===== config.mk =====
export PLATFORM = sky130hd
export DESIGN_NAME = sma_smbus_core
export DESIGN_NICKNAME = d
export VERILOG_FILES = /design/src/design/sma_pkg.sv /design/src/design/sma_smbus_core.sv
export SDC_FILE = /design/constraint.sdc
export NUM_CORES = 1
export LEC_CHECK = 0
export ABC_AREA = 0
export BUFFER_PORTS_ARGS = -buffer_cell sky130_fd_sc_hd__buf_2
export CAP_MARGIN = 25
export CORE_ASPECT_RATIO = 1.5
export CORE_MARGIN = 3
export CORE_UTILIZATION = 56
export DETAILED_ROUTE_END_ITERATION = 8
export GPL_ROUTABILITY_DRIVEN = 1
export PLACE_DENSITY_LB_ADDON = 0.15
export SKIP_LAST_GASP = 1
export SYNTH_ARGS = -nofsm -noshare
export SYNTH_HDL_FRONTEND = slang
export SYNTH_SLANG_ARGS = --single-unit

===== constraint.sdc =====
create_clock -name clk -period 3.23 [get_ports clk]
set_clock_uncertainty 0.1 [all_clocks]
set_input_delay 0.323 -clock clk [delete_from_list [all_inputs] [get_ports clk]]
set_output_delay 0.323 -clock clk [all_outputs]
set_load 0.05 [all_outputs]

===== src/design/sma_pkg.sv =====
// shared constants and types of the smbus status and address-match block
package sma_pkg;
  localparam int SMA_CLK_MHZ = 200;
  localparam int SMA_HALF_NS = 1250;
  localparam logic [9:0] SMA_HALF_CYC = 10'((SMA_HALF_NS * SMA_CLK_MHZ + 999) / 1000);

  localparam logic [2:0] SMA_A_CTRL = 3'h0;
  localparam logic [2:0] SMA_A_DATA = 3'h1;
  localparam logic [2:0] SMA_A_OWN = 3'h2;
  localparam logic [2:0] SMA_A_MASK = 3'h3;
  localparam logic [2:0] SMA_A_STAT = 3'h4;

  localparam int SMA_C_SIF = 0;
  localparam int SMA_C_ACK = 1;
  localparam int SMA_C_END = 4;
  localparam int SMA_C_BEGIN = 5;
  localparam int SMA_LOW_BIT = 0;

  localparam logic [3:0] SMA_SV_IDLE = 4'h0;
  localparam logic [3:0] SMA_SV_SSTOP = 4'h1;
  localparam logic [3:0] SMA_SV_SADDR = 4'h2;
  localparam logic [3:0] SMA_SV_MRX = 4'h8;
  localparam logic [3:0] SMA_SV_MTX = 4'hC;
  localparam logic [3:0] SMA_SV_MSTART = 4'hE;
  localparam logic [6:0] SMA_GC_ADDR = 7'h00;
  localparam logic [3:0] SMA_ACK_BIT = 4'h8;
  localparam logic [3:0] SMA_LAST_BIT = 4'h7;

  typedef enum logic [3:0] {
    ST_IDLE, ST_ST_SDA, ST_HOLD, ST_DECIDE, ST_BIT_LO, ST_BIT_HI, ST_RS_LO, ST_RS_HI,
    ST_STOP_LO, ST_STOP_HI, ST_STOP_END, ST_SLV_BIT, ST_SLV_HOLD, ST_SLV_ACK, ST_SLV_ON
  } sma_fsm_t;

  typedef struct packed {
    logic [2:0] addr;
    logic [7:0] wdata;
    logic wr;
    logic rd;
  } sma_bus_req_t;

  typedef struct packed {
    logic scl_o;
    logic scl_oe;
    logic sda_o;
    logic sda_oe;
  } sma_pin_out_t;

  typedef struct packed {
    sma_fsm_t fsm;
    logic [9:0] cnt;
    logic [3:0] bitn;
    logic [7:0] shreg;
    logic [3:0] sv;
    logic [6:0] own_address_field;
    logic [6:0] address_mask_field;
    logic general_call_enable;
    logic hw_ack_enable;
    logic serial_interrupt_flag;
    logic arbitration_lost_flag;
    logic ack_request_flag;
    logic ack_flag;
    logic begin_condition_request;
    logic end_condition_request;
    logic tx_loaded;
    logic rx_mode;
    logic ack_pend;
    logic restart;
    logic seen_hi;
    logic slv_acked;
    logic master;
    logic busy;
    logic scl_drv;
    logic sda_drv;
    logic pin_lvl;
    logic [7:0] rd_data;
    logic scl_m;
    logic scl_s;
    logic scl_d;
    logic sda_m;
    logic sda_s;
    logic sda_d;
  } sma_state_t;

  localparam sma_state_t SMA_STATE_RST = '{fsm: ST_IDLE, scl_m: 1'b1, scl_s: 1'b1,
    scl_d: 1'b1, sda_m: 1'b1, sda_s: 1'b1, sda_d: 1'b1, default: '0};
endpackage


===== src/design/sma_smbus_core.sv =====
// smbus status flags, slave address match and master transmit sequencing
`timescale 1ns/10ps
module sma_smbus_core (
  // clock, reset, enable
  input wire logic clk,
  input wire logic rst_n,
  input wire logic ce,
  // register port
  input sma_pkg::sma_bus_req_t bus_req,
  output logic [7:0] rd_data,
  // two-wire pins
  input wire logic scl_i,
  input wire logic sda_i,
  output sma_pkg::sma_pin_out_t pins
);
  import sma_pkg::*;

  sma_state_t s_r;
  sma_state_t s_nxt;
  logic scl_rise;
  logic scl_fall;
  logic start_det;
  logic stop_det;
  logic samp;
  logic hi_end;
  logic sw_clear;

  function automatic logic addr_match(input logic [7:0] rx, input logic [6:0] own,
                                      input logic [6:0] mask, input logic gc);
    addr_match = (((rx[7:1] ^ own) & mask) == 7'h00)
                 || (gc && rx[7:1] == SMA_GC_ADDR);
  endfunction

  assign scl_rise = s_r.scl_s & ~s_r.scl_d;
  assign scl_fall = ~s_r.scl_s & s_r.scl_d;
  assign start_det = s_r.scl_s & s_r.scl_d & ~s_r.sda_s & s_r.sda_d;
  assign stop_det = s_r.scl_s & s_r.scl_d & s_r.sda_s & ~s_r.sda_d;
  // first high cycle of a bit, after any clock stretching by others
  assign samp = (s_r.fsm == ST_BIT_HI) && s_r.scl_s && (s_r.cnt == SMA_HALF_CYC);
  assign hi_end = (s_r.fsm == ST_BIT_HI) && s_r.scl_s && (s_r.cnt == 10'h000);
  assign sw_clear = bus_req.wr && bus_req.addr == SMA_A_CTRL && !bus_req.wdata[SMA_C_SIF];

  always_comb begin
    logic lose;
    logic [7:0] rmux;
    lose = 1'b0;
    rmux = 8'h00;
    s_nxt = s_r;
    s_nxt.scl_m = scl_i;
    s_nxt.scl_s = s_r.scl_m;
    s_nxt.scl_d = s_r.scl_s;
    s_nxt.sda_m = sda_i;
    s_nxt.sda_s = s_r.sda_m;
    s_nxt.sda_d = s_r.sda_s;
    if (start_det) begin
      s_nxt.busy = 1'b1;
    end
    if (stop_det) begin
      s_nxt.busy = 1'b0;
    end

    case (bus_req.addr)
      SMA_A_CTRL: rmux = {2'b00, s_r.begin_condition_request, s_r.end_condition_request,
                          s_r.ack_request_flag, s_r.arbitration_lost_flag, s_r.ack_flag,
                          s_r.serial_interrupt_flag};
      SMA_A_DATA: rmux = s_r.shreg;
      SMA_A_OWN: rmux = {s_r.own_address_field, s_r.general_call_enable};
      SMA_A_MASK: rmux = {s_r.address_mask_field, s_r.hw_ack_enable};
      SMA_A_STAT: rmux = {s_r.master, s_r.busy, 2'b00, s_r.sv};
      default: rmux = 8'h00;
    endcase
    s_nxt.rd_data = bus_req.rd ? rmux : 8'h00;

    if (bus_req.wr) begin
      case (bus_req.addr)
        SMA_A_CTRL: begin
          // software may only clear the flag; writing one keeps it
          if (sw_clear) begin
            s_nxt.serial_interrupt_flag = 1'b0;
            s_nxt.arbitration_lost_flag = 1'b0;
          end
          s_nxt.ack_flag = bus_req.wdata[SMA_C_ACK];
          s_nxt.begin_condition_request = bus_req.wdata[SMA_C_BEGIN];
          s_nxt.end_condition_request = bus_req.wdata[SMA_C_END];
        end
        SMA_A_DATA: begin
          s_nxt.shreg = bus_req.wdata;
          s_nxt.tx_loaded = 1'b1;
        end
        SMA_A_OWN: begin
          s_nxt.own_address_field = bus_req.wdata[7:1];
          s_nxt.general_call_enable = bus_req.wdata[SMA_LOW_BIT];
        end
        SMA_A_MASK: begin
          s_nxt.address_mask_field = bus_req.wdata[7:1];
          s_nxt.hw_ack_enable = bus_req.wdata[SMA_LOW_BIT];
        end
        default: ;
      endcase
    end

    // hardware updates follow the register write so a set wins over a clear
    unique case (s_r.fsm)
      ST_IDLE: begin
        s_nxt.scl_drv = 1'b0;
        s_nxt.sda_drv = 1'b0;
        if (s_r.begin_condition_request && !s_r.serial_interrupt_flag && !s_r.busy) begin
          s_nxt.fsm = ST_ST_SDA;
          s_nxt.sda_drv = 1'b1;
          s_nxt.cnt = SMA_HALF_CYC;
          s_nxt.master = 1'b1;
        end else if (start_det) begin
          s_nxt.fsm = ST_SLV_BIT;
          s_nxt.bitn = 4'h0;
          s_nxt.slv_acked = 1'b0;
        end
      end
      ST_ST_SDA: begin
        if (s_r.cnt == 10'h000) begin
          s_nxt.scl_drv = 1'b1;
          s_nxt.serial_interrupt_flag = 1'b1;
          s_nxt.sv = SMA_SV_MSTART;
          s_nxt.fsm = ST_HOLD;
        end else begin
          s_nxt.cnt = s_r.cnt - 10'h001;
        end
      end
      ST_HOLD: begin
        s_nxt.scl_drv = 1'b1;
        if (!s_r.serial_interrupt_flag) begin
          s_nxt.cnt = SMA_HALF_CYC;
          s_nxt.fsm = s_r.ack_pend ? ST_BIT_LO : ST_DECIDE;
          s_nxt.ack_pend = 1'b0;
        end
      end
      ST_DECIDE: begin
        s_nxt.cnt = SMA_HALF_CYC;
        if (s_r.begin_condition_request && s_r.end_condition_request) begin
          s_nxt.fsm = ST_STOP_LO;
          s_nxt.restart = 1'b1;
        end else if (s_r.end_condition_request) begin
          s_nxt.fsm = ST_STOP_LO;
        end else if (s_r.begin_condition_request) begin
          s_nxt.fsm = ST_RS_LO;
        end else if (s_r.tx_loaded) begin
          s_nxt.tx_loaded = 1'b0;
          s_nxt.rx_mode = 1'b0;
          s_nxt.bitn = 4'h0;
          s_nxt.fsm = ST_BIT_LO;
        end else begin
          s_nxt.rx_mode = 1'b1;
          s_nxt.bitn = 4'h0;
          s_nxt.sv = SMA_SV_MRX;
          s_nxt.fsm = ST_BIT_LO;
        end
      end
      ST_BIT_LO: begin
        s_nxt.scl_drv = 1'b1;
        s_nxt.sda_drv = (s_r.bitn == SMA_ACK_BIT) ? (s_r.rx_mode & s_r.ack_flag)
                                                  : (!s_r.rx_mode & !s_r.shreg[7]);
        if (start_det && !s_r.begin_condition_request) begin
          lose = 1'b1;
        end else if (s_r.cnt == 10'h000) begin
          s_nxt.scl_drv = 1'b0;
          s_nxt.cnt = SMA_HALF_CYC;
          s_nxt.fsm = ST_BIT_HI;
        end else begin
          s_nxt.cnt = s_r.cnt - 10'h001;
        end
      end
      ST_BIT_HI: begin
        if (start_det && !s_r.begin_condition_request) begin
          lose = 1'b1;
        end else if (samp && s_r.bitn == SMA_ACK_BIT) begin
          if (!s_r.rx_mode) begin
            s_nxt.ack_flag = !s_r.sda_s;
          end
        end else if (samp && s_r.rx_mode) begin
          s_nxt.shreg = {s_r.shreg[6:0], s_r.sda_s};
        end else if (samp && s_r.shreg[7] && !s_r.sda_s) begin
          lose = 1'b1;
        end
        if (s_r.scl_s && !lose) begin
          s_nxt.cnt = s_r.cnt - 10'h001;
        end
        if (hi_end && !lose) begin
          s_nxt.scl_drv = 1'b1;
          s_nxt.cnt = SMA_HALF_CYC;
          if (s_r.bitn == SMA_ACK_BIT) begin
            s_nxt.sda_drv = 1'b0;
            if (s_r.rx_mode) begin
              s_nxt.ack_request_flag = 1'b0;
            end
            if (s_r.rx_mode && !s_r.hw_ack_enable) begin
              s_nxt.fsm = ST_DECIDE;
            end else begin
              s_nxt.serial_interrupt_flag = 1'b1;
              s_nxt.sv = s_r.rx_mode ? SMA_SV_MRX : SMA_SV_MTX;
              s_nxt.fsm = ST_HOLD;
            end
          end else if (s_r.bitn == SMA_LAST_BIT && s_r.rx_mode && !s_r.hw_ack_enable) begin
            s_nxt.bitn = SMA_ACK_BIT;
            s_nxt.sda_drv = 1'b0;
            s_nxt.serial_interrupt_flag = 1'b1;
            s_nxt.ack_request_flag = 1'b1;
            s_nxt.ack_pend = 1'b1;
            s_nxt.sv = SMA_SV_MRX;
            s_nxt.fsm = ST_HOLD;
          end else begin
            s_nxt.bitn = s_r.bitn + 4'h1;
            if (!s_r.rx_mode) begin
              s_nxt.shreg = {s_r.shreg[6:0], 1'b0};
            end
            s_nxt.fsm = ST_BIT_LO;
          end
        end
      end
      ST_RS_LO, ST_STOP_LO: begin
        s_nxt.scl_drv = 1'b1;
        s_nxt.sda_drv = (s_r.fsm == ST_STOP_LO);
        if (s_r.cnt == 10'h000) begin
          s_nxt.scl_drv = 1'b0;
          s_nxt.cnt = SMA_HALF_CYC;
          s_nxt.seen_hi = 1'b0;
          s_nxt.fsm = (s_r.fsm == ST_STOP_LO) ? ST_STOP_HI : ST_RS_HI;
        end else begin
          s_nxt.cnt = s_r.cnt - 10'h001;
        end
      end
      ST_RS_HI, ST_STOP_HI: begin
        if (s_r.scl_s) begin
          s_nxt.seen_hi = 1'b1;
        end
        if (s_r.seen_hi && !s_r.scl_s) begin
          lose = 1'b1;
        end else if (s_r.scl_s && s_r.cnt == 10'h000) begin
          s_nxt.cnt = SMA_HALF_CYC;
          s_nxt.sda_drv = (s_r.fsm == ST_RS_HI);
          s_nxt.fsm = (s_r.fsm == ST_RS_HI) ? ST_ST_SDA : ST_STOP_END;
        end else if (s_r.scl_s) begin
          s_nxt.cnt = s_r.cnt - 10'h001;
        end
      end
      ST_STOP_END: begin
        if (s_r.cnt != 10'h000) begin
          s_nxt.cnt = s_r.cnt - 10'h001;
        end else if (s_r.restart) begin
          s_nxt.restart = 1'b0;
          s_nxt.sda_drv = 1'b1;
          s_nxt.cnt = SMA_HALF_CYC;
          s_nxt.fsm = ST_ST_SDA;
        end else begin
          s_nxt.master = 1'b0;
          s_nxt.sv = SMA_SV_IDLE;
          s_nxt.fsm = ST_IDLE;
        end
      end
      ST_SLV_BIT: begin
        if (scl_rise) begin
          s_nxt.shreg = {s_r.shreg[6:0], s_r.sda_s};
          s_nxt.bitn = s_r.bitn + 4'h1;
        end
        if (stop_det) begin
          s_nxt.fsm = ST_IDLE;
        end else if (start_det) begin
          s_nxt.bitn = 4'h0;
        end else if (scl_fall && s_r.bitn == SMA_ACK_BIT) begin
          if (s_r.hw_ack_enable) begin
            if (addr_match(s_r.shreg, s_r.own_address_field, s_r.address_mask_field,
                           s_r.general_call_enable)) begin
              s_nxt.sda_drv = 1'b1;
              s_nxt.fsm = ST_SLV_ACK;
            end else begin
              s_nxt.fsm = ST_IDLE;
            end
          end else begin
            s_nxt.serial_interrupt_flag = 1'b1;
            s_nxt.ack_request_flag = 1'b1;
            s_nxt.sv = SMA_SV_SADDR;
            s_nxt.scl_drv = 1'b1;
            s_nxt.fsm = ST_SLV_HOLD;
          end
        end
      end
      ST_SLV_HOLD: begin
        s_nxt.scl_drv = 1'b1;
        if (!s_r.serial_interrupt_flag) begin
          s_nxt.scl_drv = 1'b0;
          if (s_r.slv_acked) begin
            s_nxt.fsm = ST_SLV_ON;
          end else if (s_r.ack_flag) begin
            s_nxt.sda_drv = 1'b1;
            s_nxt.fsm = ST_SLV_ACK;
          end else begin
            s_nxt.ack_request_flag = 1'b0;
            s_nxt.fsm = ST_IDLE;
          end
        end
      end
      ST_SLV_ACK: begin
        if (scl_fall) begin
          s_nxt.sda_drv = 1'b0;
          s_nxt.ack_request_flag = 1'b0;
          s_nxt.slv_acked = 1'b1;
          if (s_r.hw_ack_enable) begin
            s_nxt.serial_interrupt_flag = 1'b1;
            s_nxt.sv = SMA_SV_SADDR;
            s_nxt.scl_drv = 1'b1;
            s_nxt.fsm = ST_SLV_HOLD;
          end else begin
            s_nxt.fsm = ST_SLV_ON;
          end
        end
      end
      ST_SLV_ON: begin
        if (stop_det) begin
          s_nxt.serial_interrupt_flag = 1'b1;
          s_nxt.sv = SMA_SV_SSTOP;
          s_nxt.fsm = ST_IDLE;
        end else if (start_det) begin
          s_nxt.bitn = 4'h0;
          s_nxt.slv_acked = 1'b0;
          s_nxt.fsm = ST_SLV_BIT;
        end
      end
    endcase

    if (lose) begin
      // release both lines at once so the winning master is not disturbed
      s_nxt.serial_interrupt_flag = 1'b1;
      s_nxt.arbitration_lost_flag = 1'b1;
      s_nxt.scl_drv = 1'b0;
      s_nxt.sda_drv = 1'b0;
      s_nxt.master = 1'b0;
      s_nxt.restart = 1'b0;
      s_nxt.sv = SMA_SV_IDLE;
      s_nxt.fsm = ST_IDLE;
    end
  end

  always_ff @(posedge clk) begin
    if (!rst_n) begin
      s_r <= SMA_STATE_RST;
    end else if (ce) begin
      s_r <= s_nxt;
    end
  end

  assign rd_data = s_r.rd_data;
  assign pins = '{scl_o: s_r.pin_lvl, scl_oe: s_r.scl_drv, sda_o: s_r.pin_lvl,
                  sda_oe: s_r.sda_drv};

  property p_arb_clr;
    @(posedge clk) disable iff (!rst_n) $fell(s_r.serial_interrupt_flag) |->
      !s_r.arbitration_lost_flag;
  endproperty
  a_arb_clr: assert property (p_arb_clr) else $error("arbitration flag outlived clear");

  property p_sif_kept;
    @(posedge clk) disable iff (!rst_n) s_r.serial_interrupt_flag && !(ce && sw_clear) |=>
      s_r.serial_interrupt_flag;
  endproperty
  a_sif_kept: assert property (p_sif_kept) else $error("interrupt flag dropped by hw");

  property p_hold;
    @(posedge clk) disable iff (!rst_n) s_r.fsm == ST_HOLD && s_r.serial_interrupt_flag |=>
      s_r.fsm == ST_HOLD && s_r.scl_drv;
  endproperty
  a_hold: assert property (p_hold) else $error("bus not held while flag set");

  property p_ack_sample;
    @(posedge clk) disable iff (!rst_n) ce && samp && s_r.bitn == SMA_ACK_BIT && !s_r.rx_mode
      |=> s_r.ack_flag == !$past(s_r.sda_s);
  endproperty
  a_ack_sample: assert property (p_ack_sample) else $error("ack bit wrong");

  property p_sda_lost;
    @(posedge clk) disable iff (!rst_n) ce && samp && !s_r.rx_mode && s_r.bitn != SMA_ACK_BIT
      && s_r.shreg[7] && !s_r.sda_s |=> s_r.arbitration_lost_flag && s_r.fsm == ST_IDLE
      && !s_r.sda_drv;
  endproperty
  a_sda_lost: assert property (p_sda_lost) else $error("sda loss missed");

  property p_scl_lost;
    @(posedge clk) disable iff (!rst_n) ce && (s_r.fsm == ST_RS_HI || s_r.fsm == ST_STOP_HI)
      && s_r.seen_hi && !s_r.scl_s |=> s_r.arbitration_lost_flag && s_r.serial_interrupt_flag;
  endproperty
  a_scl_lost: assert property (p_scl_lost) else $error("scl loss missed");

  property p_start_vec;
    @(posedge clk) disable iff (!rst_n) ce && s_r.fsm == ST_ST_SDA && s_r.cnt == 10'h000 |=>
      s_r.sv == SMA_SV_MSTART && s_r.serial_interrupt_flag && s_r.sda_drv && s_r.scl_drv;
  endproperty
  a_start_vec: assert property (p_start_vec) else $error("start status wrong");

  property p_to_rx;
    @(posedge clk) disable iff (!rst_n) ce && s_r.fsm == ST_DECIDE && !s_r.tx_loaded
      && !s_r.begin_condition_request && !s_r.end_condition_request |=>
      s_r.rx_mode && s_r.sv == SMA_SV_MRX && s_r.fsm == ST_BIT_LO;
  endproperty
  a_to_rx: assert property (p_to_rx) else $error("receiver switch missing");

  property p_ack_request_flag;
    @(posedge clk) disable iff (!rst_n) $rose(s_r.ack_request_flag) |->
      s_r.serial_interrupt_flag && !s_r.hw_ack_enable;
  endproperty
  a_ack_request_flag: assert property (p_ack_request_flag) else $error("ack request in hw ack mode");

  property p_mask_example;
    @(posedge clk) disable iff (!rst_n)
      addr_match(8'h6A, 7'h34, 7'h7E, 1'b0) && addr_match(8'h68, 7'h34, 7'h7E, 1'b0)
      && !addr_match(8'h6A, 7'h34, 7'h7F, 1'b0) && addr_match(8'h00, 7'h34, 7'h7F, 1'b1);
  endproperty
  a_mask_example: assert property (p_mask_example) else $error("match example wrong");

  property p_no_match;
    @(posedge clk) disable iff (!rst_n) ce && s_r.fsm == ST_SLV_BIT && scl_fall && !stop_det
      && !start_det && s_r.bitn == SMA_ACK_BIT && s_r.hw_ack_enable && !addr_match(s_r.shreg,
      s_r.own_address_field, s_r.address_mask_field, s_r.general_call_enable) |=>
      s_r.fsm == ST_IDLE && !s_r.sda_drv;
  endproperty
  a_no_match: assert property (p_no_match) else $error("unmatched address acked");
endmodule


Word level (Yosys, flattened, before mapping) --
Index checks and enable logic that the tools add are counted.
Cells by class: $add $sub $neg 2, multiply operators 0, mux-type cells 184, magnitude comparators 0, shift operators 0, divide/modulo/power cells 0, bitwise gates (word level) 18, eq/ne operators 82, reductions and logical operators 74
Operators by type and width (number):
- 2-to-1 mux 4 bit | 51
- != test 3 bit (second input constant) | 31
- case mux 10 bit (9 select lines) | 1
- 2-to-1 mux 10 bit | 8
- 2-to-1 mux 1 bit | 74
- 2-to-1 mux 8 bit | 8
- case mux 4 bit (13 select lines) | 1
- 2-to-1 mux 14 bit | 3
- != test 2 bit (second input constant) | 21
- case mux 8 bit (5 select lines) | 1
- 2-to-1 mux 2 bit | 17
- == test 4 bit (second input constant) | 8
- 2-to-1 mux 30 bit | 1
- nonzero test 10 bit | 3
- case mux 4 bit (7 select lines) | 1
- 2-to-1 mux 12 bit | 2
- logical AND 1 bit | 22
- == test 4 x 3 -> 1 bit (second input constant) | 5
- case mux 4 bit (5 select lines) | 1
- AND reduction 10 bit | 2
- AND reduction 19 bit | 1
- case mux 1 bit (9 select lines) | 2
- AND reduction 17 bit | 1
- case mux 8 bit (2 select lines) | 1
- 43 further kinds | 94
Storage, ports and cells: bits in latches 0, memories kept 0, input port bits 18, bits in registers 76, logic and storage cells 392, ROM bits 0, bits in writable memories 0

Depth between registers and ports, before layout --
depth after elaboration 16, mapped depth 10, depth with buffers taken out 8

Worst setup path after synthesis --
Ideal clock, no wire load.
kind reg-to-reg, start point register s_r[63] (netlist bit), end point register s_r, in the netlist pins[0], setup slack 0.143 ns, required time 3.035 ns, arrival 2.892 ns, cell stages (with the launch flop) 11, path through dfxtp_1 > inv_1 > ha_1 > or3b_1 > clkbuf_1 > or4_4 > buf_6 > a32o_1 > or4_4 > or4_1 > o311ai_1
Between the ends: longest elaborated chain between the ends 13
Ends and longest elaborated chain:
- from (decl) | line sma_smbus_core.sv:18 | sma_state_t s_r;
- from (signal assigned) | line sma_smbus_core.sv:345 | s_r <= s_nxt;
- parallel branches: the longest is 13 deep, another holds AND reduction 17 bit
Parallel ways; which one is timed is not known. The select of a mux whose other input is x is not followed. A chain may end at the register's enable or synchronous reset.

Worst setup path after layout --
Ends and elaborated chain as after synthesis.

==> run summary <==
Num CTS Buffers: 9
Pin count of the biggest net entering global routing: 44
Net Sw Frac: 0.445
Final Cycle Share: 0.951
TritonCTS Sinks: 76
Final Routed Wirelength: 21200 µm
DR vias: 6127
Layout cells sized above 1: 0.178
Worst skew pair latency: 0.35 ns
Finished Core Util: 0.659
Nets@finish: 764
P&R area growth vs syn: 14.2%
Max-slew headroom: 0.342
Clock power frac: 0.236
Hpwl dp: 15600 µm
Slew Viols, Final: 0
Top-area cell type share of the netlist area: 0.283
Hold WC Path Type: in -> reg
Tightest Pin Transition: 0.987 ns
Residual DRC count: 0
CTS hold repair buffers: 0
Status: finished clean
Syn Inst Count: 711
CP endpoint kind: register
Synth unique cells: 76
Vias per cell: 7.13
Wire per inst: 24.7 µm
H-tree depth: 3
LEAKAGE: 2.44 nW
Post-synth ARST share: 0
Gpl congestion: 1.07
EDFF count, synth: 0
Number of port buffers: 27
Part of the power in registers: 0.255
Die Area: 10800 µm²
First-pass GRT wire length: 32800 µm
P_int: 2.57 mW
Initial antenna violation count: 0
Crit Path Class: reg -> reg
Final setup violation count: 0
F_max: 326 MHz
Worst-path maximum fanout: 4
Synth cell count leaders: dfxtp_1, nor2_1, nand2_1, clkbuf_1, a21oi_1
CP Launch Type: register
Top-count cell post-synth: dfxtp_1
Initial DRC Count: 651
GRT Util Overall: 0.393
Final min period: 3.07 ns
Finished Layout Cells: 859
Row count: 43
CTS tree: yes
Area leader, netlist: dfxtp_1
Seq cells post-synth: 76
Grt total ovfl: 0
Mean Syn Cell Area: 7.56 µm²
RSZ-0062 raised after global routing: no
Clock tree root buffer cell: clkbuf_16
Switching pwr: 2.06 mW
Crit path DAT: 3.23 ns
# Max-Cap Violations: 0
Clock-pin slew on the worst setup and hold paths: 0.07 ns
First-pass iteration count of the detailed router: 6
Peak VDD IR: 730 µV
Post-synthesis cell area: 5370 µm²
N_diodes: 0
Initial Utilization: 0.577
Comb pwr share: 0.509
Worst setup margin: 0.158 ns
Worst slack at placement: 0.136 ns
Die width: 86.0 µm
Required time of the critical path: 3.39 ns
Die Height: 126 µm
Final hold violations: 0
Setup TNS: 0 ns
Final ANT Viol Nets: 0
Yosys warns: 0
I/O pins: 30
Max Root-Sink Buffers: 2
Vias in the first global route: 5906
Post-placement cell count: 843
Synth top area cells: dfxtp_1, mux2i_1, nor2_1
Power Dens Cells: 755 nW/µm²
Core area: 9310 µm²
Main synth FF type: dfxtp_1
Register area share after synthesis: 0.283
-- cell type report --
cell class	instances	area, µm²
fillers	829	3170
clock inverters	7	88.8
repair buffers	83	568
well taps	112	140
clock buffers	9	225
inverters	23	86.3
multi-input cells	549	3500
flip-flops and latches	76	1520
-- worst max-delay path, stage by stage (launching register included) --
cell and delay, ns:
dfxtp_1 0.33, inv_1 0.11, ha_1 0.18, or3b_1 0.43, or4_4 0.52, a32o_1 0.23, or4_4 0.51, or4_1 0.48
o311ai_1 0.08
-- path summary, 6_finish.rpt --
path,startpoint,endpoint,slack (ns),depth (start not counted)
hold / removal,scl_i,s_nxt[4],0.09,3
hold reg to reg,s_r[50],s_r[50],0.37,2
setup reg to reg,s_r[63],pins[0],0.16,8
setup / recovery,s_r[63],pins[0],0.16,8
-- cells by family (layout without fill, tap and decap cells) --
kind of cell / after synthesis / after routing / share of synthesized area
simple gates: 270 / 270 / 0.254
compound gates: 225 / 225 / 0.288
buf+inv: 87 / 122 / 0.0708
flops: 76 / 76 / 0.283
mux: 39 / 39 / 0.0787
xor+xnor: 9 / 9 / 0.0147
fa+ha+maj: 4 / 4 / 0.00931
other cells: 1 / 2 / 0.000698
-- state kept, by name, summed over array words and instances (netlist names) --
| name | flops |
|---|---|
| s_r | 62 |
| rd_data | 8 |
| s_nxt | 4 |
| pins | 2 |
-- per-layer routing --
metal,share of wire,vias up,global-route usage
met1,0.34,2825,0.438
li1,-,2728,-
met2,0.49,432,0.656
met5,0,-,0
met4,0.087,0,0.295
met3,0.082,142,0.0661
-- power by group through the flow --
stage	Combinational (mW)	Clock (mW)	Sequential [mW]
global route	2.52	1.13	1.19
floorplan	1.55	0	1.12
CTS	2.24	1.09	1.17
finish	2.36	1.09	1.18
detailed placement	2.23	0	1.19
global placement	2.21	0	1.19
-- repair_timing --
| action | CTS | global route |
|---|---|---|
| setup buffers | 0 | 0 |
| resized for setup | 0 | 3 |
| setup endpoints to repair | 0 | 4 |
-- stage by stage --
stage | instance area (µm²) | hold WS (ns) | power [mW]
after global placement | 5800 | 0.355 | 3.40
after CTS | 6110 | 0.0893 | 4.50
after global routing | 6130 | 0.123 | 4.84
after detailed placement | 5800 | 0.360 | 3.42
final | 6130 | 0.0885 | 4.63
after floorplan | 5380 | 0.334 | 2.67
-- layout by cell type, fill, tap and decap left out, types with 4 or more instances in the layout --
cell and count:
a211oi_1 7, a21oi_1 46, a22oi_1 22, a311oi_1 5, a31oi_1 7, a32oi_1 5
and2_1 4, and3_1 4, buf_2 27, buf_4 55, clkbuf_16 9, dfxtp_1 76
ha_1 4, inv_1 20, mux2_2 6, mux2i_1 31, nand2_1 70, nand2b_1 14
nand3_1 23, nand3b_1 4, nand4b_1 4, nor2_1 71, nor2b_1 8, nor3_1 19
nor4_1 8, o211ai_1 5, o21a_1 5, o21ai_0 43, o221a_2 11, o22ai_1 19
o31ai_1 5, o32ai_1 4, or2_2 5, or3_1 7, or4_1 6, xor2_1 9
Power figures use the tool's default switching activity.
